### src/ccu_pkg.sv
// shared constants, register map and mode decoding for the capture/compare unit
package ccu_pkg;
  localparam int CCU_AW = 12;
  // register byte offsets on apb
  localparam logic [11:0] CCU_OFF_CONTROL = 12'h000;
  localparam logic [11:0] CCU_OFF_LOW = 12'h004;
  localparam logic [11:0] CCU_OFF_HIGH = 12'h008;
  localparam logic [11:0] CCU_OFF_CONFIG = 12'h00c;
  localparam logic [11:0] CCU_OFF_STATUS = 12'h010;
  // field positions
  localparam int CCU_CTL_MODE_LSB = 0;
  localparam int CCU_CTL_DUTY_LSB = 4;
  localparam int CCU_CFG_ASSIGN_LSB = 0;
  localparam int CCU_CFG_ROUTE_BIT = 2;
  localparam int CCU_STS_FLAG_BIT = 0;
  // reset values
  localparam logic [5:0] CCU_CTL_RST = 6'h00;
  localparam logic [15:0] CCU_VAL_RST = 16'h0000;
  localparam logic [1:0] CCU_ASSIGN_RST = 2'h0;
  localparam logic CCU_ROUTE_RST = 1'b1;
  // mode select encodings
  localparam logic [3:0] CCU_M_OFF = 4'h0;
  localparam logic [3:0] CCU_M_TOGGLE = 4'h2;
  localparam logic [3:0] CCU_M_CAP_FALL = 4'h4;
  localparam logic [3:0] CCU_M_CAP_RISE = 4'h5;
  localparam logic [3:0] CCU_M_CAP_DIV4 = 4'h6;
  localparam logic [3:0] CCU_M_CAP_DIV16 = 4'h7;
  localparam logic [3:0] CCU_M_SET_HIGH = 4'h8;
  localparam logic [3:0] CCU_M_SET_LOW = 4'h9;
  localparam logic [3:0] CCU_M_SOFT_IRQ = 4'ha;
  localparam logic [3:0] CCU_M_SPECIAL = 4'hb;
  localparam logic [1:0] CCU_M_PWM_TOP = 2'h3;
  // timer assignment codes
  localparam logic [1:0] CCU_ASSIGN_SPLIT = 2'h1;
  // prescaler wrap points
  localparam logic [3:0] CCU_PRE4_LAST = 4'h3;
  localparam logic [3:0] CCU_PRE16_LAST = 4'hf;
  localparam logic [3:0] CCU_PRE_ZERO = 4'h0;
  localparam logic [9:0] CCU_DUTY_ZERO = 10'h000;

  typedef enum logic [2:0] {
    CCU_OFF, CCU_CAPTURE, CCU_COMPARE, CCU_PWM, CCU_RESERVED
  } ccu_class_t;

  // sorts a mode select value into its operating class
  function automatic ccu_class_t ccu_classify(input logic [3:0] m);
    ccu_class_t c;
    c = CCU_RESERVED;
    if (m == CCU_M_OFF) c = CCU_OFF;
    else if (m[3:2] == CCU_M_PWM_TOP) c = CCU_PWM;
    else if (m >= CCU_M_CAP_FALL && m <= CCU_M_CAP_DIV16) c = CCU_CAPTURE;
    else if (m == CCU_M_TOGGLE || (m >= CCU_M_SET_HIGH && m <= CCU_M_SPECIAL)) c = CCU_COMPARE;
    return c;
  endfunction
endpackage

### src/ccu_unit.sv
// capture/compare/pwm unit with apb register slave
//
// Decided for this implementation: the register offsets and the APB slave port.
`timescale 1ns/1ns
// What this block does
// - mode zero disables unit and resets state
// - modes pick falling, rising, fourth, sixteenth edge
// - mode 0010 toggles pin on match, flags
// - mode 1000 starts low, match forces high
// - mode 1001 starts high, match forces low
// - mode 1010 only flags; pin shows port latch
// - mode 1011 flags, resets timer, second starts adc
// - 11xx is pwm, ten-bit duty from bits
// - control bits 7:6 read zero; duty unused otherwise
// - control, low and high bytes read/write
// - capture/compare use timer one/three; pwm timer two
// - both units may share timers; pwm shares rate
// - capture copies selected timer count into value
// - capture sets flag; software clears it
// - new capture silently overwrites old value
// - second unit output pin writes can capture
// - prescaler cleared when off or leaving capture
// - prescale switch keeps count, may flag
// - second unit route bit picks port c (1) or b
// - timer assign bits choose third or first timer
// - compare value continuously against selected timer
// - timer write beats special event reset
module ccu_unit
  import ccu_pkg::*;
#(
  parameter bit UNIT_TWO = 1'b1
) (
  input wire logic pclk,
  input wire logic presetn,
  input wire logic psel,
  input wire logic penable,
  input wire logic pwrite,
  input wire logic [CCU_AW-1:0] paddr,
  input wire logic [31:0] pwdata,
  output logic [31:0] prdata,
  output logic pready,
  output logic pslverr,
  input wire logic [15:0] first_timer_count,
  input wire logic [15:0] third_timer_count,
  input wire logic first_timer_write,
  input wire logic third_timer_write,
  input wire logic [7:0] pwm_timer_count,
  input wire logic [1:0] pwm_timer_fine,
  input wire logic pwm_period_match,
  input wire logic port_latch,
  input wire logic pin_direction,
  input wire logic port_c_pin_one_in,
  input wire logic port_b_pin_three_in,
  output logic port_c_pin_one_out,
  output logic port_c_pin_one_oe,
  output logic port_b_pin_three_out,
  output logic port_b_pin_three_oe,
  output logic unit_irq_flag,
  output logic special_event_first,
  output logic special_event_third,
  output logic adc_start
);

  // registers
  logic [5:0] unit_control_reg;
  logic [15:0] capture_compare_value_reg;
  logic [1:0] timer_assign_bits_reg;
  logic unit_two_pin_route_reg;
  logic flag_reg;
  logic [3:0] pre_cnt_reg;
  logic [3:0] pre_cnt_next;
  logic cmp_latch_reg;
  logic cmp_latch_next;
  logic match_prev_reg;
  logic c_sync1_reg, c_sync2_reg, b_sync1_reg, b_sync2_reg;
  logic pin_prev_reg;
  logic [31:0] prdata_reg;
  logic pready_reg;
  logic pslverr_reg;
  logic pin_c_out_reg, pin_c_oe_reg, pin_b_out_reg, pin_b_oe_reg;
  logic spe_first_reg, spe_third_reg, adc_start_reg;

  // apb decode
  wire setup_phase = psel & ~penable;
  wire wr_access = psel & penable & pready_reg & pwrite;
  wire hit_ctl = (paddr == CCU_OFF_CONTROL);
  wire hit_low = (paddr == CCU_OFF_LOW);
  wire hit_high = (paddr == CCU_OFF_HIGH);
  wire hit_cfg = (paddr == CCU_OFF_CONFIG);
  wire hit_sts = (paddr == CCU_OFF_STATUS);
  wire hit_any = hit_ctl | hit_low | hit_high | hit_cfg | hit_sts;
  wire wr_ctl = wr_access & hit_ctl;
  wire wr_low = wr_access & hit_low;
  wire wr_high = wr_access & hit_high;
  wire wr_cfg = wr_access & hit_cfg;
  wire sts_clear = wr_access & hit_sts & pwdata[CCU_STS_FLAG_BIT];

  // mode decoding
  wire [3:0] mode = unit_control_reg[CCU_CTL_MODE_LSB +: 4];
  wire [1:0] duty_low_bits = unit_control_reg[CCU_CTL_DUTY_LSB +: 2];
  wire [3:0] new_mode = pwdata[CCU_CTL_MODE_LSB +: 4];
  ccu_class_t mode_class;
  assign mode_class = ccu_classify(mode);
  wire is_capture = (mode_class == CCU_CAPTURE);
  wire is_compare = (mode_class == CCU_COMPARE);
  wire is_pwm = (mode_class == CCU_PWM);

  // timer assignment: 1x third for both, 01 third for unit two only
  wire sel_third = timer_assign_bits_reg[1] |
                   ((timer_assign_bits_reg == CCU_ASSIGN_SPLIT) & UNIT_TWO);
  wire [15:0] timer_now = sel_third ? third_timer_count : first_timer_count;

  // pin selection: unit two follows the route bit
  wire use_port_c = ~UNIT_TWO | unit_two_pin_route_reg;
  wire pin_level = use_port_c ? c_sync2_reg : b_sync2_reg;
  wire pin_rise = pin_level & ~pin_prev_reg;
  wire pin_fall = ~pin_level & pin_prev_reg;

  // capture event selection with prescaler wrap
  wire div4_wrap = (pre_cnt_reg[1:0] == CCU_PRE4_LAST[1:0]);
  wire div16_wrap = (pre_cnt_reg == CCU_PRE16_LAST);
  wire cap_fire = ((mode == CCU_M_CAP_FALL) & pin_fall) |
                  ((mode == CCU_M_CAP_RISE) & pin_rise) |
                  ((mode == CCU_M_CAP_DIV4) & pin_rise & div4_wrap) |
                  ((mode == CCU_M_CAP_DIV16) & pin_rise & div16_wrap);
  wire pre_step = pin_rise & ((mode == CCU_M_CAP_DIV4) | (mode == CCU_M_CAP_DIV16));

  // compare: one event per entry into equality
  wire match_now = is_compare & (timer_now == capture_compare_value_reg);
  wire cmp_event = match_now & ~match_prev_reg;
  wire spe_event = cmp_event & (mode == CCU_M_SPECIAL);

  // pwm duty: eight high bits from low data byte, two from control
  wire [9:0] duty = {capture_compare_value_reg[7:0], duty_low_bits};
  wire duty_hit = ({pwm_timer_count, pwm_timer_fine} == duty);

  // pin drive: pwm and the toggle, set-high and set-low compare modes own the pin, others show port latch
  wire own_pin = is_pwm | (is_compare & (mode != CCU_M_SOFT_IRQ) &
                 (mode != CCU_M_SPECIAL));
  wire pin_drive = own_pin ? cmp_latch_reg : port_latch;

  // prescaler next value: cleared outside capture, kept across prescale changes
  always_comb begin
    pre_cnt_next = pre_cnt_reg;
    if (!is_capture) begin
      pre_cnt_next = CCU_PRE_ZERO;
    end else if (pre_step) begin
      pre_cnt_next = pre_cnt_reg + 4'h1;
    end
  end

  // compare output latch next value
  always_comb begin
    cmp_latch_next = cmp_latch_reg;
    if (wr_ctl && new_mode == CCU_M_SET_HIGH) begin
      cmp_latch_next = 1'b0;
    end else if (wr_ctl && new_mode == CCU_M_SET_LOW) begin
      cmp_latch_next = 1'b1;
    end else if (wr_ctl && new_mode == CCU_M_OFF) begin
      cmp_latch_next = 1'b0;
    end else if (mode == CCU_M_OFF) begin
      cmp_latch_next = 1'b0;
    end else if (cmp_event) begin
      case (mode)
        CCU_M_TOGGLE: cmp_latch_next = ~cmp_latch_reg;
        CCU_M_SET_HIGH: cmp_latch_next = 1'b1;
        CCU_M_SET_LOW: cmp_latch_next = 1'b0;
        default: cmp_latch_next = cmp_latch_reg;
      endcase
    end else if (is_pwm) begin
      if (duty_hit) cmp_latch_next = 1'b0;
      else if (pwm_period_match && duty != CCU_DUTY_ZERO) cmp_latch_next = 1'b1;
    end
  end

  // read mux
  wire [31:0] rd_mux = hit_ctl ? {26'h0, unit_control_reg} :
                       hit_low ? {24'h0, capture_compare_value_reg[7:0]} :
                       hit_high ? {24'h0, capture_compare_value_reg[15:8]} :
                       hit_cfg ? {29'h0, unit_two_pin_route_reg, timer_assign_bits_reg} :
                       hit_sts ? {31'h0, flag_reg} : 32'h0;

  // apb answer: registered one cycle after setup
  always_ff @(posedge pclk or negedge presetn) begin
    if (!presetn) begin
      pready_reg <= 1'b0;
      pslverr_reg <= 1'b0;
      prdata_reg <= 32'h0;
    end else begin
      pready_reg <= setup_phase;
      pslverr_reg <= setup_phase & ~hit_any;
      prdata_reg <= (setup_phase & ~pwrite) ? rd_mux : 32'h0;
    end
  end

  // software registers
  always_ff @(posedge pclk or negedge presetn) begin
    if (!presetn) begin
      unit_control_reg <= CCU_CTL_RST;
      timer_assign_bits_reg <= CCU_ASSIGN_RST;
      unit_two_pin_route_reg <= CCU_ROUTE_RST;
    end else begin
      if (wr_ctl) unit_control_reg <= pwdata[5:0];
      if (wr_cfg) timer_assign_bits_reg <= pwdata[CCU_CFG_ASSIGN_LSB +: 2];
      if (wr_cfg) unit_two_pin_route_reg <= pwdata[CCU_CFG_ROUTE_BIT];
    end
  end

  // value pair: capture overwrites, beating a same-cycle software write
  always_ff @(posedge pclk or negedge presetn) begin
    if (!presetn) begin
      capture_compare_value_reg <= CCU_VAL_RST;
    end else if (cap_fire) begin
      capture_compare_value_reg <= timer_now;
    end else begin
      if (wr_low) capture_compare_value_reg[7:0] <= pwdata[7:0];
      if (wr_high) capture_compare_value_reg[15:8] <= pwdata[7:0];
    end
  end

  // sticky flag: hardware set wins over software clear
  always_ff @(posedge pclk or negedge presetn) begin
    if (!presetn) flag_reg <= 1'b0;
    else flag_reg <= (flag_reg & ~sts_clear) | cap_fire | cmp_event;
  end

  // pin synchronisers and edge history
  always_ff @(posedge pclk or negedge presetn) begin
    if (!presetn) begin
      c_sync1_reg <= 1'b0;
      c_sync2_reg <= 1'b0;
      b_sync1_reg <= 1'b0;
      b_sync2_reg <= 1'b0;
      pin_prev_reg <= 1'b0;
    end else begin
      c_sync1_reg <= port_c_pin_one_in;
      c_sync2_reg <= c_sync1_reg;
      b_sync1_reg <= port_b_pin_three_in;
      b_sync2_reg <= b_sync1_reg;
      pin_prev_reg <= pin_level;
    end
  end

  // unit state: prescaler, compare latch, match history
  always_ff @(posedge pclk or negedge presetn) begin
    if (!presetn) begin
      pre_cnt_reg <= CCU_PRE_ZERO;
      cmp_latch_reg <= 1'b0;
      match_prev_reg <= 1'b0;
    end else begin
      pre_cnt_reg <= pre_cnt_next;
      cmp_latch_reg <= cmp_latch_next;
      match_prev_reg <= match_now;
    end
  end

  // special event pulses; a timer write that cycle takes precedence over the timer reset pulses, not adc_start
  always_ff @(posedge pclk or negedge presetn) begin
    if (!presetn) begin
      spe_first_reg <= 1'b0;
      spe_third_reg <= 1'b0;
      adc_start_reg <= 1'b0;
    end else begin
      spe_first_reg <= spe_event & ~sel_third & ~first_timer_write;
      spe_third_reg <= spe_event & sel_third & ~third_timer_write;
      adc_start_reg <= spe_event & UNIT_TWO;
    end
  end

  // pad drivers; direction low means the pad is an output
  always_ff @(posedge pclk or negedge presetn) begin
    if (!presetn) begin
      pin_c_out_reg <= 1'b0;
      pin_c_oe_reg <= 1'b0;
      pin_b_out_reg <= 1'b0;
      pin_b_oe_reg <= 1'b0;
    end else begin
      pin_c_out_reg <= use_port_c & pin_drive;
      pin_c_oe_reg <= use_port_c & ~pin_direction;
      pin_b_out_reg <= ~use_port_c & pin_drive;
      pin_b_oe_reg <= ~use_port_c & ~pin_direction;
    end
  end

  assign prdata = prdata_reg;
  assign pready = pready_reg;
  assign pslverr = pslverr_reg;
  assign unit_irq_flag = flag_reg;
  assign special_event_first = spe_first_reg;
  assign special_event_third = spe_third_reg;
  assign adc_start = adc_start_reg;
  assign port_c_pin_one_out = pin_c_out_reg;
  assign port_c_pin_one_oe = pin_c_oe_reg;
  assign port_b_pin_three_out = pin_b_out_reg;
  assign port_b_pin_three_oe = pin_b_oe_reg;
endmodule

### config.mk
export PLATFORM = sky130hd
export DESIGN_NAME = ccu_unit
export DESIGN_NICKNAME = d
export VERILOG_FILES = /design/src/ccu_pkg.sv /design/src/ccu_unit.sv
export SDC_FILE = /design/constraint.sdc
export NUM_CORES = 1
export LEC_CHECK = 0
export ABC_CLOCK_PERIOD_IN_PS = 3800
export BUFFER_PORTS_ARGS = -buffer_cell sky130_fd_sc_hd__buf_4
export CAP_MARGIN = 10
export CORE_MARGIN = 5
export CORE_UTILIZATION = 45
export CTS_BUF_LIST = sky130_fd_sc_hd__clkbuf_4 sky130_fd_sc_hd__clkbuf_8 sky130_fd_sc_hd__clkbuf_16
export DETAILED_ROUTE_END_ITERATION = 10
export PLACE_DENSITY = 0.74
export SYNTH_ARGS = -nofsm -noshare
export SYNTH_HDL_FRONTEND = slang
export SYNTH_SLANG_ARGS = --single-unit
### constraint.sdc
create_clock -name pclk -period 3.8 [get_ports pclk]
set_input_delay 0.76 -clock pclk [delete_from_list [all_inputs] [get_ports pclk]]
set_output_delay 0.76 -clock pclk [all_outputs]
set_load 0.03 [all_outputs]
==> results.md <==
- Synth Flop Type: dfrtp_1
- Ys async rst share: 100%
- Routed len/inst: 16.3 µm
- # IOs: 140
- Synth Area per Inst: 9.39 µm²
- Number of unique standard cell types used by synthesis: 54
- H-tree depth: 2
- Post-CTS Setup Inserts: 0
- Crit path arrival time: 3090 ps
- Largest vdd supply drop: 202 µV
- First-pass GRT wire length: 14.6 mm
- Max FFs per register: 16
- Total grt overflow: 0
- DRT Wirelength: 9.05 mm
- Root buffer cell: clkbuf_8
- Final hold viol count: 0
- Drt first-iter violations: 163
- Fin cells: 554
- Crit-path max cell delay: 680 ps
- Setup ws final: 917 ps
- Core area: 0.00765 mm²
- Placer congestion estimate: 0.897
- Final core utilization: 55.4%
- Post-synth top area cell: dfrtp_1
- RSZ-0062 raised after global routing: no
- Crit Path Class: register to register
- Slew Viols, Final: 0
- Die width: 98.1 µm
- Mapped Area: 0.00349 mm²
- Clk pin slew, worst setup/hold paths: 100 ps
- Area share of the largest cell type after synthesis: 38.0%
- Die ar.: 0.00963 mm²
- DR vias: 2,980
- TritonCTS clock tree: done
- Fin crit share: 75.9%
- #FFs+latches synth: 54
- P&R area growth vs syn: 21.3%
- Max-cap violations: 0
- Bufs and invs on worst path: 0
- Final #Nets: 550
- Initial Util: 45.7%
- Fin crit period: 2880 ps
- Placed wire-length estimate: 7.05 mm
- CTS resizes: 0
- Top post-synthesis cells by area: dfrtp_1, mux2i_1, buf_4
- DRC: 0
- Clock tree buffer depth: 2
- Via-per-instance ratio: 5.38
- Placed cell count: 546
- Worst-margin pin slew: 796 ps
- Fillers: 687
- Num CTS Buffers: 5
- Setup WS pre-CTS: 962 ps
- Synthesis warning total: 0
- Critical path's top delay family: simple AND/OR/NAND/NOR gates
- Overall fraction of global-route tracks in use: 18.5%
- Post-Synthesis Cells: 372
- Final antenna diode count: 0
- IO Port Bufs: 91
- # clock sinks: 54
- Post-synth EDFFs: 0
- CP Max Fanout: 19
- Hold-fix buffers, CTS: 0
- Setup TNS: 0 ps
- F_max: 347 MHz
- Crit-path cells: or2_1, mux2i_1, a2111o_1, a211oi_2, nand4b_1, nor4_1
- Pwr dens: 426 mW/mm²
- Worst EP required: 4010 ps
- Insertion delay to the later sink of the worst-skew pair: 310 ps
- First-pass DRT Iterations: 4
- Worst Hold Class: register to register
- Die Ht: 98.1 µm
- Sequential area share after synthesis: 38.7%
- Crit. End Element: register
- Worst rel slew slack: 46.9%
- Startpoint types: register
- Layout cells sized above 1: 29.0%
- Largest net degree at the start of global routing: 55
- Final setup violation count: 0
- FP Rows: 32
- Routed Antenna Nets: 0
- CP max-delay cell: or2_1
- Leak: 1.91 nW
- Number of antenna violations at the first check in global routing: 0
- Vias in the first global route: 2,961
- Final Skew: 8.67 ps
- Status: complete, no violations
-- kinds of logic after synthesis --
family,count (synthesis),share of synthesized area [%]
compound gates,68,12.2
xor+xnor,27,6.77
fa+ha+maj,1,0.358
buf+inv,66,10.3
flops,54,38.7
mux,47,14.8
other cells,1,0.107
simple gates,108,16.9
-- cells in the final DEF (no fill, tap or decap), types with 3 or more instances in the layout --
cell type  Yosys  final
conb_1         1     24
nand2b_1       4      4
xor2_1        13     13
or3_1          3      3
o21ai_1       12     12
nor2_1        25     25
a21oi_1       18     18
dfrtp_1       53     53
or4_1          4      4
o21ai_0       12     12
and2_1         3      3
o221ai_1       3      3
nand2_1       22     22
nand4_1        4      4
mux2_2        16     16
o22ai_1        3      3
inv_1         19     19
buf_4         26     96
clkbuf_8       0      5
mux2i_1       29     29
xnor2_1       14     14
nor4_1        10     10
nor3_1         3      3
nand3_1        7      7
nor2b_1       10     10
a22oi_1        6      6
-- routing by layer --
metal | wire length, µm | global-route usage (%) | vias up
li1 | - | - | 1418
met1 | 3790 | 26.0 | 1401
met2 | 4120 | 28.7 | 147
met3 | 993 | 4.21 | 14
met4 | 152 | 5.54 | 0
met5 | 0 | 0 | -
-- cell usage after synthesis (all sizes together), types with 10 or more instances --
cell and number:
dfrtp 53, buf 33, mux2i 29, nor2 25, o21ai 24, nand2 22
inv 19, a21oi 18, mux2 16, clkbuf 14, xnor2 14, xor2 13
nor2b 10, nor4 10
-- final timing paths --
check	from	to	slack [ps]	cells past startpoint
worst max register to register	timer_assign_bits_reg[1]$_DFFE_PN0P_	special_event_first$_DFF_PN0_	920	6
min in group asynchronous	presetn	capture_compare_value_reg[0]$_DFFE_PN0P_	480	1
worst min-delay path	b_sync1_reg$_DFF_PN0_	b_sync2_reg$_DFF_PN0_	360	0
worst min register to register	b_sync1_reg$_DFF_PN0_	b_sync2_reg$_DFF_PN0_	360	0
worst max-delay path	timer_assign_bits_reg[1]$_DFFE_PN0P_	special_event_first$_DFF_PN0_	920	6
max in group asynchronous	presetn	pre_cnt_reg[1]$_DFFE_PN0P_	2870	1
-- through the flow --
stage / hold WS (ps) / instance area [µm²] / power, mW
4_1_cts: 361 / 4240 / 1.81
5_1_grt: 366 / 4240 / 1.92
6_report: 358 / 4240 / 1.80
3_5_place_dp: 339 / 4150 / 1.49
2_1_floorplan: 331 / 3580 / 1.29
3_3_place_gp: 336 / 4150 / 1.46
-- power by group --
part	total, mW	internal [mW]	switching, mW
Clock	0.320	0.130	0.190
Combinational	0.581	0.294	0.287
Sequential	0.903	0.690	0.213
-- layout make-up --
class	instances	area, µm²	area share [%]
clock inverter	3	21.3	0.502
tap	102	128	3.01
inverter	19	71.3	1.68
timing repair buffer	96	721	17.0
multi-input combinational	275	1880	44.3
clock buffer	5	68.8	1.62
sequential	54	1350	31.9
-- worst register-to-register path, cell delays in order (launching register included) --
cell and delay, ps:
dfrtp_1 560, or2_1 680, mux2i_1 240, a2111o_1 480, a211oi_2 240, nand4b_1 270, nor4_1 300
Note: power is estimated with default switching activity, not from simulation.
